`config.mk`:
```
export PLATFORM = sky130hd
export DESIGN_NAME = aec_top
export DESIGN_NICKNAME = d
export VERILOG_FILES = /design/src/design/aec_pkg.sv /design/src/design/aec_edge_det.sv /design/src/design/aec_top.sv
export VERILOG_INCLUDE_DIRS = /design/src /design/src/design
export SDC_FILE = /design/constraint.sdc
export NUM_CORES = 1
export LEC_CHECK = 0
export BUFFER_PORTS_ARGS = -buffer_cell sky130_fd_sc_hd__buf_4
export CAP_MARGIN = 20
export CELL_PAD_IN_SITES_DETAIL_PLACEMENT = 0
export CELL_PAD_IN_SITES_GLOBAL_PLACEMENT = 1
export CORE_ASPECT_RATIO = 2
export CORE_MARGIN = 5
export CORE_UTILIZATION = 24
export CTS_BUF_LIST = sky130_fd_sc_hd__clkbuf_8
export CTS_CLUSTER_DIAMETER = 100
export DETAILED_ROUTE_END_ITERATION = 12
export PLACE_DENSITY_LB_ADDON = 0.1
export SYNTH_ARGS = -nofsm -noshare
export SYNTH_HDL_FRONTEND = slang
export SYNTH_HIERARCHICAL = 1
export SYNTH_SLANG_ARGS = --single-unit
```
`constraint.sdc`:
```
create_clock -name aclk -period 2.5 [get_ports aclk]
set_input_delay 0.125 -clock aclk [delete_from_list [all_inputs] [get_ports aclk]]
set_output_delay 0.125 -clock aclk [all_outputs]
set_load 0.02 [all_outputs]
```
`src/design/aec_consts.svh`:
```
// Constants of the asynchronous event counter block.
`ifndef AEC_CONSTS_SVH
`define AEC_CONSTS_SVH
`define AEC_ADDR_EDGE 8'h00
`define AEC_ADDR_CLK 8'h04
`define AEC_ADDR_CSR 8'h08
`define AEC_ADDR_CNT_H 8'h0C
`define AEC_ADDR_CNT_L 8'h10
`define AEC_ADDR_IRQ 8'h14
`define AEC_RESP_OKAY 2'h0
`define AEC_RESP_SLVERR 2'h2
`define AEC_EDGE_FALL 2'h0
`define AEC_EDGE_RISE 2'h1
`define AEC_EDGE_BOTH 2'h2
`define AEC_SRC_PIN 2'h0
`define AEC_SRC_DIV2 2'h1
`define AEC_SRC_DIV4 2'h2
`define AEC_SRC_DIV8 2'h3
`define AEC_REG_RESET 8'h00
`define AEC_CNT_ZERO 8'h00
`define AEC_CNT_MAX 8'hFF
`define AEC_CNT_ONE 8'h01
`define AEC_DIV2_BITS 1
`define AEC_DIV4_BITS 2
`define AEC_DIV8_BITS 3
`define AEC_DIV64_BITS 6
`define AEC_OVH_BIT 7
`define AEC_OVL_BIT 6
`define AEC_IRQ_EC_FLAG_BIT 0
`define AEC_IRQ_GATE_FLAG_BIT 2
`endif

```
`src/design/aec_pkg.sv`:
```
// Register field types of the asynchronous event counter block.
`default_nettype none
package aec_pkg;
  typedef struct packed {
    logic [1:0] high_pin_edge_sel;
    logic [1:0] low_pin_edge_sel;
    logic [1:0] gate_pin_edge_sel;
    logic gating_pwm_enable;
    logic reserved0;
  } aec_edge_sel_t;
  typedef struct packed {
    logic [1:0] high_clock_sel;
    logic [1:0] low_clock_sel;
    logic [2:0] gating_pwm_clock_sel;
    logic reserved0;
  } aec_clk_ctrl_t;
  typedef struct packed {
    logic overflow_flag_high;
    logic overflow_flag_low;
    logic reserved5;
    logic channel_mode;
    logic count_enable_high;
    logic count_enable_low;
    logic reset_control_high;
    logic reset_control_low;
  } aec_csr_t;
  typedef struct packed {
    logic [3:0] unused;
    logic gate_irq_enable;
    logic gate_irq_flag;
    logic event_counter_irq_enable;
    logic event_counter_irq_flag;
  } aec_irq_t;
endpackage
`default_nettype wire

```
`src/design/aec_edge_det.sv`:
```
// Edge detector with selectable falling, rising or both edge sensing.
`include "aec_consts.svh"
`default_nettype none
module aec_edge_det (
  // Clock and reset
  input wire logic aclk,
  input wire logic aresetn,
  // Pin and selection
  input wire logic pin,
  input wire logic [1:0] sel,
  // Detected edge
  output logic edge_pulse
);
  logic prev_reg;
  logic primed_reg;
  wire logic rise;
  wire logic fall;

  // No edge is reported on the first cycle after reset, as the old level is unknown.
  always_ff @(posedge aclk) begin
    if (!aresetn) begin
      prev_reg <= 1'b0;
      primed_reg <= 1'b0;
    end else begin
      prev_reg <= pin;
      primed_reg <= 1'b1;
    end
  end

  assign rise = primed_reg & pin & ~prev_reg;
  assign fall = primed_reg & ~pin & prev_reg;
  // The prohibited code senses nothing.
  assign edge_pulse = (sel == `AEC_EDGE_FALL) ? fall :
                      (sel == `AEC_EDGE_RISE) ? rise :
                      (sel == `AEC_EDGE_BOTH) ? (rise | fall) : 1'b0; // RQ1 RQ21
endmodule
`default_nettype wire

```
`src/design/aec_top.sv`:
```
// Control, status and counting logic of the asynchronous event counter pair.
//
// Behaviour
// RQ1 - High event pin edge code: 00 falling, 01 rising, 10 both, 11 prohibited.
// RQ2 - Low event pin edge code: 00 falling, 01 rising, 10 both, 11 prohibited.
// RQ3 - Gate pin interrupt edge code: 00 falling, 01 rising, 10 both.
// RQ4 - PWM enable 0 halts PWM, gates by pin; 1 runs PWM, gates by PWM.
// RQ5 - Bit 0 of edge and clock registers is plain storage; software keeps 0.
// RQ6 - High clock select: pin, phi/2, phi/4 or phi/8.
// RQ7 - Low clock select: pin, phi/2, phi/4 or phi/8.
// RQ8 - PWM clock select codes 1X1 give phi/64.
// RQ9 - High overflow flag sets when high counter wraps FF to 00.
// RQ10 - Low overflow flag sets when low counter wraps FF to 00.
// RQ11 - High overflow flag clears only by writing 0 after reading 1.
// RQ12 - Low overflow flag clears only by writing 0 after reading 1.
// RQ13 - Status bit 5 is plain storage; software keeps it 0.
// RQ14 - Channel mode 0 joins counters into 16 bits; 1 gives two 8-bit.
// RQ15 - High count enable 0 blocks high counter clock and holds value.
// RQ16 - Low count enable 0 blocks low counter clock and holds value.
// RQ17 - Counter clocks pass only while the selected gate is high.
// RQ18 - In 16-bit mode the low overflow clocks the high counter.
// RQ19 - A 16-bit overflow sets the event counter interrupt flag.
// RQ20 - A counter is held at zero while its reset control bit is 0.
// RQ21 - Prohibited edge code senses no edges on that pin.
// RQ22 - Overflow events reach the status flags exactly once each.
`include "aec_consts.svh"
`default_nettype none
module aec_top #(
  parameter int PRE_W = 6
) (
  // Clock and reset
  input wire logic aclk,
  input wire logic aresetn,
  // AXI4-Lite write address
  input wire logic awvalid,
  output logic awready,
  input wire logic [7:0] awaddr,
  input wire logic [2:0] awprot,
  // AXI4-Lite write data
  input wire logic wvalid,
  output logic wready,
  input wire logic [31:0] wdata,
  input wire logic [3:0] wstrb,
  // AXI4-Lite write response
  output logic bvalid,
  input wire logic bready,
  output logic [1:0] bresp,
  // AXI4-Lite read address
  input wire logic arvalid,
  output logic arready,
  input wire logic [7:0] araddr,
  input wire logic [2:0] arprot,
  // AXI4-Lite read data
  output logic rvalid,
  input wire logic rready,
  output logic [31:0] rdata,
  output logic [1:0] rresp,
  // Event and gate pins
  input wire logic event_pin_high,
  input wire logic event_pin_low,
  input wire logic gate_interrupt_pin,
  input wire logic gating_pwm_output,
  // PWM generator control and interrupt
  output logic gating_pwm_run,
  output logic gating_pwm_clk_tick,
  output logic irq
);
  // The divide-by-64 tick needs at least six prescaler bits.
  if (PRE_W < `AEC_DIV64_BITS) begin : g_pre_w_check
    $error("PRE_W must be at least six.");
  end

  aec_pkg::aec_edge_sel_t edge_reg;
  aec_pkg::aec_clk_ctrl_t clk_reg;
  aec_pkg::aec_csr_t csr_reg;
  aec_pkg::aec_irq_t irq_reg;
  logic [7:0] hi_cnt_reg;
  logic [7:0] lo_cnt_reg;
  logic [PRE_W-1:0] presc_reg;
  logic arm_h_reg;
  logic arm_l_reg;
  logic pwm_tick_reg;
  logic aw_have_reg;
  logic w_have_reg;
  logic [7:0] awaddr_reg;
  logic [7:0] wdata_reg;
  logic wstrb_reg;
  logic bvalid_reg;
  logic [1:0] bresp_reg;
  logic rvalid_reg;
  logic [31:0] rdata_reg;
  logic [1:0] rresp_reg;

  // Write channel: address and data are taken in either order.
  wire logic aw_hs = awvalid & awready;
  wire logic w_hs = wvalid & wready;
  wire logic wr_go = (aw_have_reg | aw_hs) & (w_have_reg | w_hs);
  wire logic [7:0] wr_addr = aw_have_reg ? awaddr_reg : awaddr;
  wire logic [7:0] wr_byte = w_have_reg ? wdata_reg : wdata[7:0];
  wire logic wr_lane = w_have_reg ? wstrb_reg : wstrb[0];
  wire logic wr_ok = (wr_addr == `AEC_ADDR_EDGE) | (wr_addr == `AEC_ADDR_CLK) |
                     (wr_addr == `AEC_ADDR_CSR) | (wr_addr == `AEC_ADDR_IRQ) |
                     (wr_addr == `AEC_ADDR_CNT_H) | (wr_addr == `AEC_ADDR_CNT_L);
  wire logic wr_en = wr_go & wr_lane;
  wire logic wr_edge = wr_en & (wr_addr == `AEC_ADDR_EDGE);
  wire logic wr_clk = wr_en & (wr_addr == `AEC_ADDR_CLK);
  wire logic wr_csr = wr_en & (wr_addr == `AEC_ADDR_CSR);
  wire logic wr_irq = wr_en & (wr_addr == `AEC_ADDR_IRQ);
  wire aec_pkg::aec_csr_t wcsr = wr_byte;
  wire aec_pkg::aec_irq_t wirq = wr_byte;

  // Read channel.
  wire logic ar_hs = arvalid & arready;
  wire logic rd_csr = ar_hs & (araddr == `AEC_ADDR_CSR);
  wire logic rd_ok = (araddr == `AEC_ADDR_EDGE) | (araddr == `AEC_ADDR_CLK) |
                     (araddr == `AEC_ADDR_CSR) | (araddr == `AEC_ADDR_IRQ) |
                     (araddr == `AEC_ADDR_CNT_H) | (araddr == `AEC_ADDR_CNT_L);
  wire logic [7:0] rd_byte = (araddr == `AEC_ADDR_EDGE) ? edge_reg :
                             (araddr == `AEC_ADDR_CLK) ? clk_reg :
                             (araddr == `AEC_ADDR_CSR) ? csr_reg :
                             (araddr == `AEC_ADDR_IRQ) ? irq_reg :
                             (araddr == `AEC_ADDR_CNT_H) ? hi_cnt_reg :
                             (araddr == `AEC_ADDR_CNT_L) ? lo_cnt_reg : `AEC_REG_RESET;

  assign awready = ~aw_have_reg & ~bvalid_reg;
  assign wready = ~w_have_reg & ~bvalid_reg;
  assign bvalid = bvalid_reg;
  assign bresp = bresp_reg;
  assign arready = ~rvalid_reg;
  assign rvalid = rvalid_reg;
  assign rdata = rdata_reg;
  assign rresp = rresp_reg;

  always_ff @(posedge aclk) begin
    if (!aresetn) begin
      aw_have_reg <= 1'b0;
      w_have_reg <= 1'b0;
      awaddr_reg <= `AEC_REG_RESET;
      wdata_reg <= `AEC_REG_RESET;
      wstrb_reg <= 1'b0;
      bvalid_reg <= 1'b0;
      bresp_reg <= `AEC_RESP_OKAY;
    end else begin
      aw_have_reg <= ~wr_go & (aw_have_reg | aw_hs);
      w_have_reg <= ~wr_go & (w_have_reg | w_hs);
      if (aw_hs) begin
        awaddr_reg <= awaddr;
      end
      if (w_hs) begin
        wdata_reg <= wdata[7:0];
        wstrb_reg <= wstrb[0];
      end
      if (wr_go) begin
        bvalid_reg <= 1'b1;
        bresp_reg <= wr_ok ? `AEC_RESP_OKAY : `AEC_RESP_SLVERR;
      end else if (bready) begin
        bvalid_reg <= 1'b0;
      end
    end
  end

  always_ff @(posedge aclk) begin
    if (!aresetn) begin
      rvalid_reg <= 1'b0;
      rdata_reg <= 32'h0000_0000;
      rresp_reg <= `AEC_RESP_OKAY;
    end else if (ar_hs) begin
      rvalid_reg <= 1'b1;
      rdata_reg <= {24'h00_0000, rd_byte};
      rresp_reg <= rd_ok ? `AEC_RESP_OKAY : `AEC_RESP_SLVERR;
    end else if (rready) begin
      rvalid_reg <= 1'b0;
    end
  end

  // Prescaler ticks; one cycle of aclk stands for one cycle of phi.
  wire logic tick2 = &presc_reg[`AEC_DIV2_BITS-1:0];
  wire logic tick4 = &presc_reg[`AEC_DIV4_BITS-1:0];
  wire logic tick8 = &presc_reg[`AEC_DIV8_BITS-1:0];
  wire logic tick64 = &presc_reg[`AEC_DIV64_BITS-1:0];
  wire logic pwm_div64 = clk_reg.gating_pwm_clock_sel[2] & clk_reg.gating_pwm_clock_sel[0]; // RQ8

  // Edge sensing on the three pins.
  logic ev_hi;
  logic ev_lo;
  logic ev_gate;
  aec_edge_det u_edge_hi (
    .aclk(aclk), .aresetn(aresetn), .pin(event_pin_high),
    .sel(edge_reg.high_pin_edge_sel), .edge_pulse(ev_hi) // RQ1
  );
  aec_edge_det u_edge_lo (
    .aclk(aclk), .aresetn(aresetn), .pin(event_pin_low),
    .sel(edge_reg.low_pin_edge_sel), .edge_pulse(ev_lo) // RQ2
  );
  aec_edge_det u_edge_gate (
    .aclk(aclk), .aresetn(aresetn), .pin(gate_interrupt_pin),
    .sel(edge_reg.gate_pin_edge_sel), .edge_pulse(ev_gate) // RQ3
  );

  // Source selection, gating and chaining.
  wire logic gate = edge_reg.gating_pwm_enable ? gating_pwm_output : gate_interrupt_pin; // RQ4
  wire logic lo_src = (clk_reg.low_clock_sel == `AEC_SRC_PIN) ? ev_lo :
                      (clk_reg.low_clock_sel == `AEC_SRC_DIV2) ? tick2 :
                      (clk_reg.low_clock_sel == `AEC_SRC_DIV4) ? tick4 : tick8; // RQ7
  wire logic hi_own = (clk_reg.high_clock_sel == `AEC_SRC_PIN) ? ev_hi :
                      (clk_reg.high_clock_sel == `AEC_SRC_DIV2) ? tick2 :
                      (clk_reg.high_clock_sel == `AEC_SRC_DIV4) ? tick4 : tick8; // RQ6
  wire logic lo_inc = lo_src & gate & csr_reg.count_enable_low & csr_reg.reset_control_low; // RQ16 RQ17
  wire logic lo_ovf = lo_inc & (lo_cnt_reg == `AEC_CNT_MAX);
  wire logic hi_src = csr_reg.channel_mode ? hi_own : lo_ovf; // RQ14 RQ18
  wire logic hi_inc = hi_src & gate & csr_reg.count_enable_high & csr_reg.reset_control_high; // RQ15 RQ17
  wire logic hi_ovf = hi_inc & (hi_cnt_reg == `AEC_CNT_MAX);
  wire logic ovf16 = hi_ovf & ~csr_reg.channel_mode;

  // Overflow flags: a new overflow wins over a clear in the same cycle.
  wire logic clr_h = wr_csr & ~wcsr.overflow_flag_high & arm_h_reg; // RQ11
  wire logic clr_l = wr_csr & ~wcsr.overflow_flag_low & arm_l_reg; // RQ12
  wire logic ovh_next = hi_ovf | (csr_reg.overflow_flag_high & ~clr_h); // RQ9 RQ22
  wire logic ovl_next = lo_ovf | (csr_reg.overflow_flag_low & ~clr_l); // RQ10 RQ22
  wire logic ecf_next = ovf16 | (irq_reg.event_counter_irq_flag &
                        ~(wr_irq & ~wirq.event_counter_irq_flag)); // RQ19
  wire logic gtf_next = ev_gate | (irq_reg.gate_irq_flag & ~(wr_irq & ~wirq.gate_irq_flag)); // RQ3

  always_ff @(posedge aclk) begin
    if (!aresetn) begin
      edge_reg <= `AEC_REG_RESET;
      clk_reg <= `AEC_REG_RESET;
    end else begin
      if (wr_edge) begin
        edge_reg <= wr_byte; // RQ5
      end
      if (wr_clk) begin
        clk_reg <= wr_byte; // RQ5
      end
    end
  end

  always_ff @(posedge aclk) begin
    if (!aresetn) begin
      csr_reg <= `AEC_REG_RESET;
      irq_reg <= `AEC_REG_RESET;
      arm_h_reg <= 1'b0;
      arm_l_reg <= 1'b0;
    end else begin
      if (wr_csr) begin
        csr_reg[5:0] <= wr_byte[5:0]; // RQ13 RQ14 RQ20
      end
      csr_reg.overflow_flag_high <= ovh_next;
      csr_reg.overflow_flag_low <= ovl_next;
      if (wr_irq) begin
        irq_reg.event_counter_irq_enable <= wirq.event_counter_irq_enable;
        irq_reg.gate_irq_enable <= wirq.gate_irq_enable;
      end
      irq_reg.event_counter_irq_flag <= ecf_next;
      irq_reg.gate_irq_flag <= gtf_next;
      // A read of the status register arms the clear for each flag seen set.
      arm_h_reg <= rd_csr ? csr_reg.overflow_flag_high : (arm_h_reg & ~clr_h); // RQ11
      arm_l_reg <= rd_csr ? csr_reg.overflow_flag_low : (arm_l_reg & ~clr_l); // RQ12
    end
  end

  always_ff @(posedge aclk) begin
    if (!aresetn || !csr_reg.reset_control_low) begin
      lo_cnt_reg <= `AEC_CNT_ZERO; // RQ20
    end else if (lo_inc) begin
      lo_cnt_reg <= lo_cnt_reg + `AEC_CNT_ONE;
    end
  end

  always_ff @(posedge aclk) begin
    if (!aresetn || !csr_reg.reset_control_high) begin
      hi_cnt_reg <= `AEC_CNT_ZERO; // RQ20
    end else if (hi_inc) begin
      hi_cnt_reg <= hi_cnt_reg + `AEC_CNT_ONE;
    end
  end

  always_ff @(posedge aclk) begin
    if (!aresetn) begin
      presc_reg <= '0;
      pwm_tick_reg <= 1'b0;
    end else begin
      presc_reg <= presc_reg + PRE_W'(1);
      pwm_tick_reg <= tick64 & pwm_div64 & edge_reg.gating_pwm_enable; // RQ4 RQ8
    end
  end

  assign gating_pwm_run = edge_reg.gating_pwm_enable; // RQ4
  assign gating_pwm_clk_tick = pwm_tick_reg;
  assign irq = (irq_reg.event_counter_irq_flag & irq_reg.event_counter_irq_enable) |
               (irq_reg.gate_irq_flag & irq_reg.gate_irq_enable); // RQ19
endmodule
`default_nettype wire

```
; Yosys cells after proc, flatten, opt, wreduce, memory -nomap -nowiden
; Cells that the tools add are included.
[word_totals]
reg_bits = 90
latch_bits = 0
mem_bits_rw = 0
rom_bits = 0
in_bits = 69
out_inout_bits = 44
elab_cells = 210
memories = 0
[op_classes]
add_sub_neg = 3
multipliers = 0
div = 0
n_lt_le_gt_ge = 0
eq_ne = 22
shift = 0
muxes = 35
bitwise_logic = 92
n_reduce_logical = 17
[op_table]
columns = operator, count
row1 = $mux 8, 8
row2 = $and 1x1->1, 52
row3 = $eq 8x4->1 const B, 4
row4 = $eq 8x5->1 const B, 4
row5 = $mux 1, 25
row6 = $not 1->1, 20
row7 = $or 1x1->1, 20
row8 = $add 8x1->8 const B, 2
row9 = $eq 8x3->1 const B, 2
row10 = $eq 8x8->1 const B, 2
row11 = $logic_not 8->1, 2
row12 = $eq 2x1->1 const B, 5
row13 = $eq 2x2->1 const B, 5
row14 = $logic_not 2->1, 5
row15 = $add 6x1->6 const B, 1
row16 = $reduce_and 6->1, 1
row17 = $mux 2, 2
row18 = $reduce_bool 2->1, 2
row19 = $logic_not 1->1, 3
row20 = $reduce_and 3->1, 1
row21 = $logic_or 1x1->1, 2
row22 = $reduce_and 2->1, 1

; Depth between registers and ports, before layout
[logic_depth]
ltp_word = 19
ltp_mapped = 8
ltp_nobuf = 7

; Modules after synthesis
; The synthesis kept the hierarchy.
[modules_own_cells]
columns = module, n_inst, cells_each, area_per_inst_um2, seq_area_each_um2
row1 = aec_top, 1, 485, 4271.6, 1681.6
row2 = aec_edge_det, 3, 7, 87.6, 40.0

; Worst setup path before layout
; Ideal clock, no wire load.
[synth_path]
path_kind = reg-to-reg
start = register edge_reg[6] in the netlist's numbering
end = register hi_cnt_reg[1]
setup_ns = 0.123
arrival_time_ns = 2.093
required_time_ns = 2.377
setup_slack_ns = 0.284
path_stages_with_launch = 9
n_path_buf = 1
path_cell_list = dfxtp_1 > and4bb_2 > o31a_1 > mux4_2 > and3_1 > a31oi_1 > buf_2 > mux2i_1 > nor2_1
[synth_via]
elab_chain_cells = 9
word_cells_on_any_way = 11
cone_classes = 2 x eq/ne / 5 x mux / 3 x bitwise / 1 x reduce/logical
[synth_lines]
columns = item, line_no
row1 = start: declaration, aec_top.sv:73  ; aec_pkg::aec_edge_sel_t edge_reg;
row2 = start signal: assignment, aec_top.sv:226  ; edge_reg <= `AEC_REG_RESET;
row3 = start signal: assignment, aec_top.sv:230  ; edge_reg <= wr_byte;
row4 = $eq 2x2->1 (no line), --
row5 = $mux 1, aec_edge_det.sv:35  ; (sel == `AEC_EDGE_BOTH) ? (rise | fall) : 1'b0;
row6 = $mux 1, aec_edge_det.sv:34  ; (sel == `AEC_EDGE_RISE) ? rise :
row7 = $mux 1 *, aec_edge_det.sv:33  ; assign edge_pulse = (sel == `AEC_EDGE_FALL) ? fall :
row8 = named net ev_hi, aec_top.sv:184  ; logic ev_hi;
row9 = $mux 1 *, aec_top.sv:205  ; wire logic hi_own = (clk_reg.high_clock_sel == `AEC_SRC_PIN) ? ev_hi :
row10 = $mux 1 *, aec_top.sv:210  ; wire logic hi_src = csr_reg.channel_mode ? hi_own : lo_ovf;
row11 = $and 1x1->1 * (3 in a row), aec_top.sv:211  ; wire logic hi_inc = hi_src & gate & csr_reg.count_enable_high & csr_reg.reset_control_high;
row12 = end signal: assignment, aec_top.sv:272  ; hi_cnt_reg <= `AEC_CNT_ZERO;
row13 = end signal: assignment, aec_top.sv:274  ; hi_cnt_reg <= hi_cnt_reg + `AEC_CNT_ONE;
row14 = end: declaration, aec_top.sv:77  ; logic [7:0] hi_cnt_reg;
; The timed path passes the listed nets; every way through them passes the cells marked *.
; A chain may end at the register's enable or synchronous reset.

; Worst setup path after layout
[layout_path]
start = input port event_pin_high
end = register hi_cnt_reg[1]
[layout_via]
elab_chain_cells = 12
word_cells_on_any_way = 14
cone_classes = 5 x mux / 9 x bitwise
[layout_lines]
columns = item, line_no
row1 = start: declaration, aec_top.sv:59  ; input wire logic event_pin_high,
row2 = $not 1->1, aec_edge_det.sv:31  ; assign fall = primed_reg & ~pin & prev_reg;
row3 = $and 1x1->1 (2 in a row), aec_edge_det.sv:31
row4 = $or 1x1->1, aec_edge_det.sv:35
row5 = $mux 1, aec_edge_det.sv:35
row6 = $mux 1, aec_edge_det.sv:34
row7 = $mux 1 *, aec_edge_det.sv:33
row8 = named net ev_hi, aec_top.sv:184
row9 = $mux 1 *, aec_top.sv:205
row10 = $mux 1 *, aec_top.sv:210
row11 = $and 1x1->1 * (3 in a row), aec_top.sv:211
; Marks and branches as above.

==> metrics <==
Hold Crit Class=in2reg; Site Rows=71; post-DP HPWL=10,800 um; Tightest Pin Transition=0.637 ns; Seq/Total Area, Yosys=39.7%; initial DRC count=119; Slew headroom=57.2%; number of nets in the layout=639; FILL cells=2,048; sw frac=28.2%; register area=1800 um^2; post-cts resize count=0; Post-CTS Setup Repair Bufs=0; Die W=107 um; critical path class=in2reg; Switching Power=0.838 mW; most frequent cell after synthesis=dfxtp_1; Area Growth Syn to Fin=19.4%; GRT Residual Overflow=0; busiest grt layer=met2; Initial DRT Pass Iterations=4; GRT Overall Usage=12.9%; Int Pwr=2.13 mW; Hold Fails Final Rpt=0; synth warn=6; Root Driver=clkbuf_8; Util after Layout=28.9%; Cell variety after synth=58; antenna-violating nets left=0; share of cells above drive strength 1=17.9%; Setup Viol. Count Final=0; largest fanout on the critical path=15; CTS H-tree depth=3; clk buf depth=2; Initial Util=24.2%; GPL Wtd Cong=0.807; Via Count=3,735; RSZ-0062 raised after global routing=false; FFs w/ async S/R, synth=0%; die height=204 um; reg2reg end=hi_cnt_reg[1]; Final Cycle Share=92.4%; Post-synth EDFFs=0; CORE AREA=18,700 um^2; syn_area_per_cell=8.96 um^2; full die area=21,900 um^2; post-placement cell area=5150 um^2; termination of the worst setup path=hi_cnt_reg[1]; PD cells=548 nW/um^2; final instance area=5420 um^2; vias in the first global route=3,883; worst endpoint required time=2.76 ns; # hold bufs at CTS=7; Clk Latency, worst-skew pair=0.37 ns; fmax=433 MHz; GR Layer Usage met2=25.7%; CTS clk-pin slew, worst paths=0.10 ns; fin. max-slew vios=0; Register-to-Register Setup Slack=0.21 ns; Antenna Cells=0; CTS tree=yes; status=completed; Remaining DRCs=0; clock share of power=35.0%; R2R cell count=8; final WL=13,800 um; GR Util met3=1.93%; ranking of synthesized cells by area=dfxtp_1 (40%), mux2i_1 (10%), nand2_1 (5.7%), buf_4 (4.5%), mux2_2 (3.2%); Comb pwr share=14.0%; largest net degree at the start of global routing=49; clock skew=0.0154 ns; critical path arrival=2.57 ns; IO buf count=53; #FFs+latches synth=90; Ports=113; Worst setup EP type=flop; area leader, netlist=dfxtp_1; met1 usage=12.8%; Worst Setup SP=event_pin_high; Via density=4.52; routed len/inst=16.7 um; CTS Sinks=90; initial antenna violation count=0; final setup TNS=0 ns; Sequential Power Share=51.0%; Reg-to-Reg Start=edge_reg[6]; area share of the largest cell type after synthesis=39.7%; crit start category=input port; Max Cap Violations=0; Worst Hold Margin=0.0206 ns; most frequent cells after synthesis=dfxtp_1 (90), nand2_1 (69), mux2i_1 (46), buf_4 (27), nor2_1 (24); Final min period=2.31 ns; Cell Area, Synth=4530 um^2; TritonCTS Buffers=9; Power Total=2.97 mW; first-pass GRT wire length=21,500 um; peak supply drop=0.000225 V; static leakage=2.02 nW; cell count after synthesis=506; ys flop type=dfxtp_1; multi-input combinational cell area=2510 um^2
==> power groups by stage <==
stage	logic (mW)	clock network (mW)	registers, mW
6_report	0.415	1.04	1.52
5_1_grt	0.457	1.13	1.52
4_1_cts	0.425	1.09	1.52
3_5_place_dp	0.415	0	1.55
3_3_place_gp	0.414	0	1.55
2_1_floorplan	0.267	0	1.56
==> layer usage <==
| metal | vias up | part of all wire, % |
|---|---|---|
| met4 | 0 | 2.5 |
| met2 | 62 | 58 |
| met3 | 21 | 2.8 |
| met1 | 1778 | 37 |
| li1 | 1874 | - |
| met5 | - | 0 |
==> worst min-delay path by stage <==
stage	from	to	slack, ns	depth (start not counted)
global route	awaddr[6]	awaddr_reg[6]	0.01	3
detailed placement	event_pin_low	u_edge_lo/prev_reg	0.36	2
global placement	event_pin_high	u_edge_hi/prev_reg	0.35	2
floorplan	aresetn	u_edge_gate/primed_reg	0.15	0
finish	wdata[7]	wdata_reg[7]	0.02	3
CTS	wdata[7]	wdata_reg[7]	0.001	3
==> critical path: stages <==
cell and delay, ns:
dlygate4sd3_1 0.54, buf_4 0.14, and4bb_1 0.18, o31a_1 0.29
mux4_2 0.49, and3_1 0.18, a31oi_1 0.14, buf_4 0.23
mux2i_1 0.21, nor2_1 0.05
==> cells by family after synthesis <==
kind of cell	Yosys count	synth area share [%]
AND/OR/NAND/NOR	198	23.6
flip-flops	90	39.7
XOR/XNOR	11	2.12
adder cells (fa/ha/maj)	4	1.10
buffers and inverters	56	6.90
other	1	0.0827
multiplexers	60	13.9
AO/OA/AOI/OAI	86	12.6
==> layout make-up <==
type | instances | share of cell area [%]
inverter | 9 | 0.624
tap | 255 | 5.89
clock inverter | 6 | 1.09
sequential | 90 | 33.3
multi-input combinational | 385 | 46.4
clock buffer | 10 | 2.54
timing repair buffer | 71 | 10.2
==> metrics by stage <==
step                std cells  setup WS (ns)
finish                    826          0.190
global route              826         0.0656
CTS                       826          0.171
detailed placement        803          0.185
global placement          803          0.167
floorplan                 531          0.284
==> placed cells by master, fill, tap and decap left out, types with 14 or more instances in the layout <==
cell,n
mux2i_1,46
dfxtp_1,90
nand2_1,69
nor2_1,24
a21oi_1,23
conb_1,26
nor2b_1,14
o21ai_0,17
buf_4,64
Note: power is estimated with default switching activity, not from simulation.
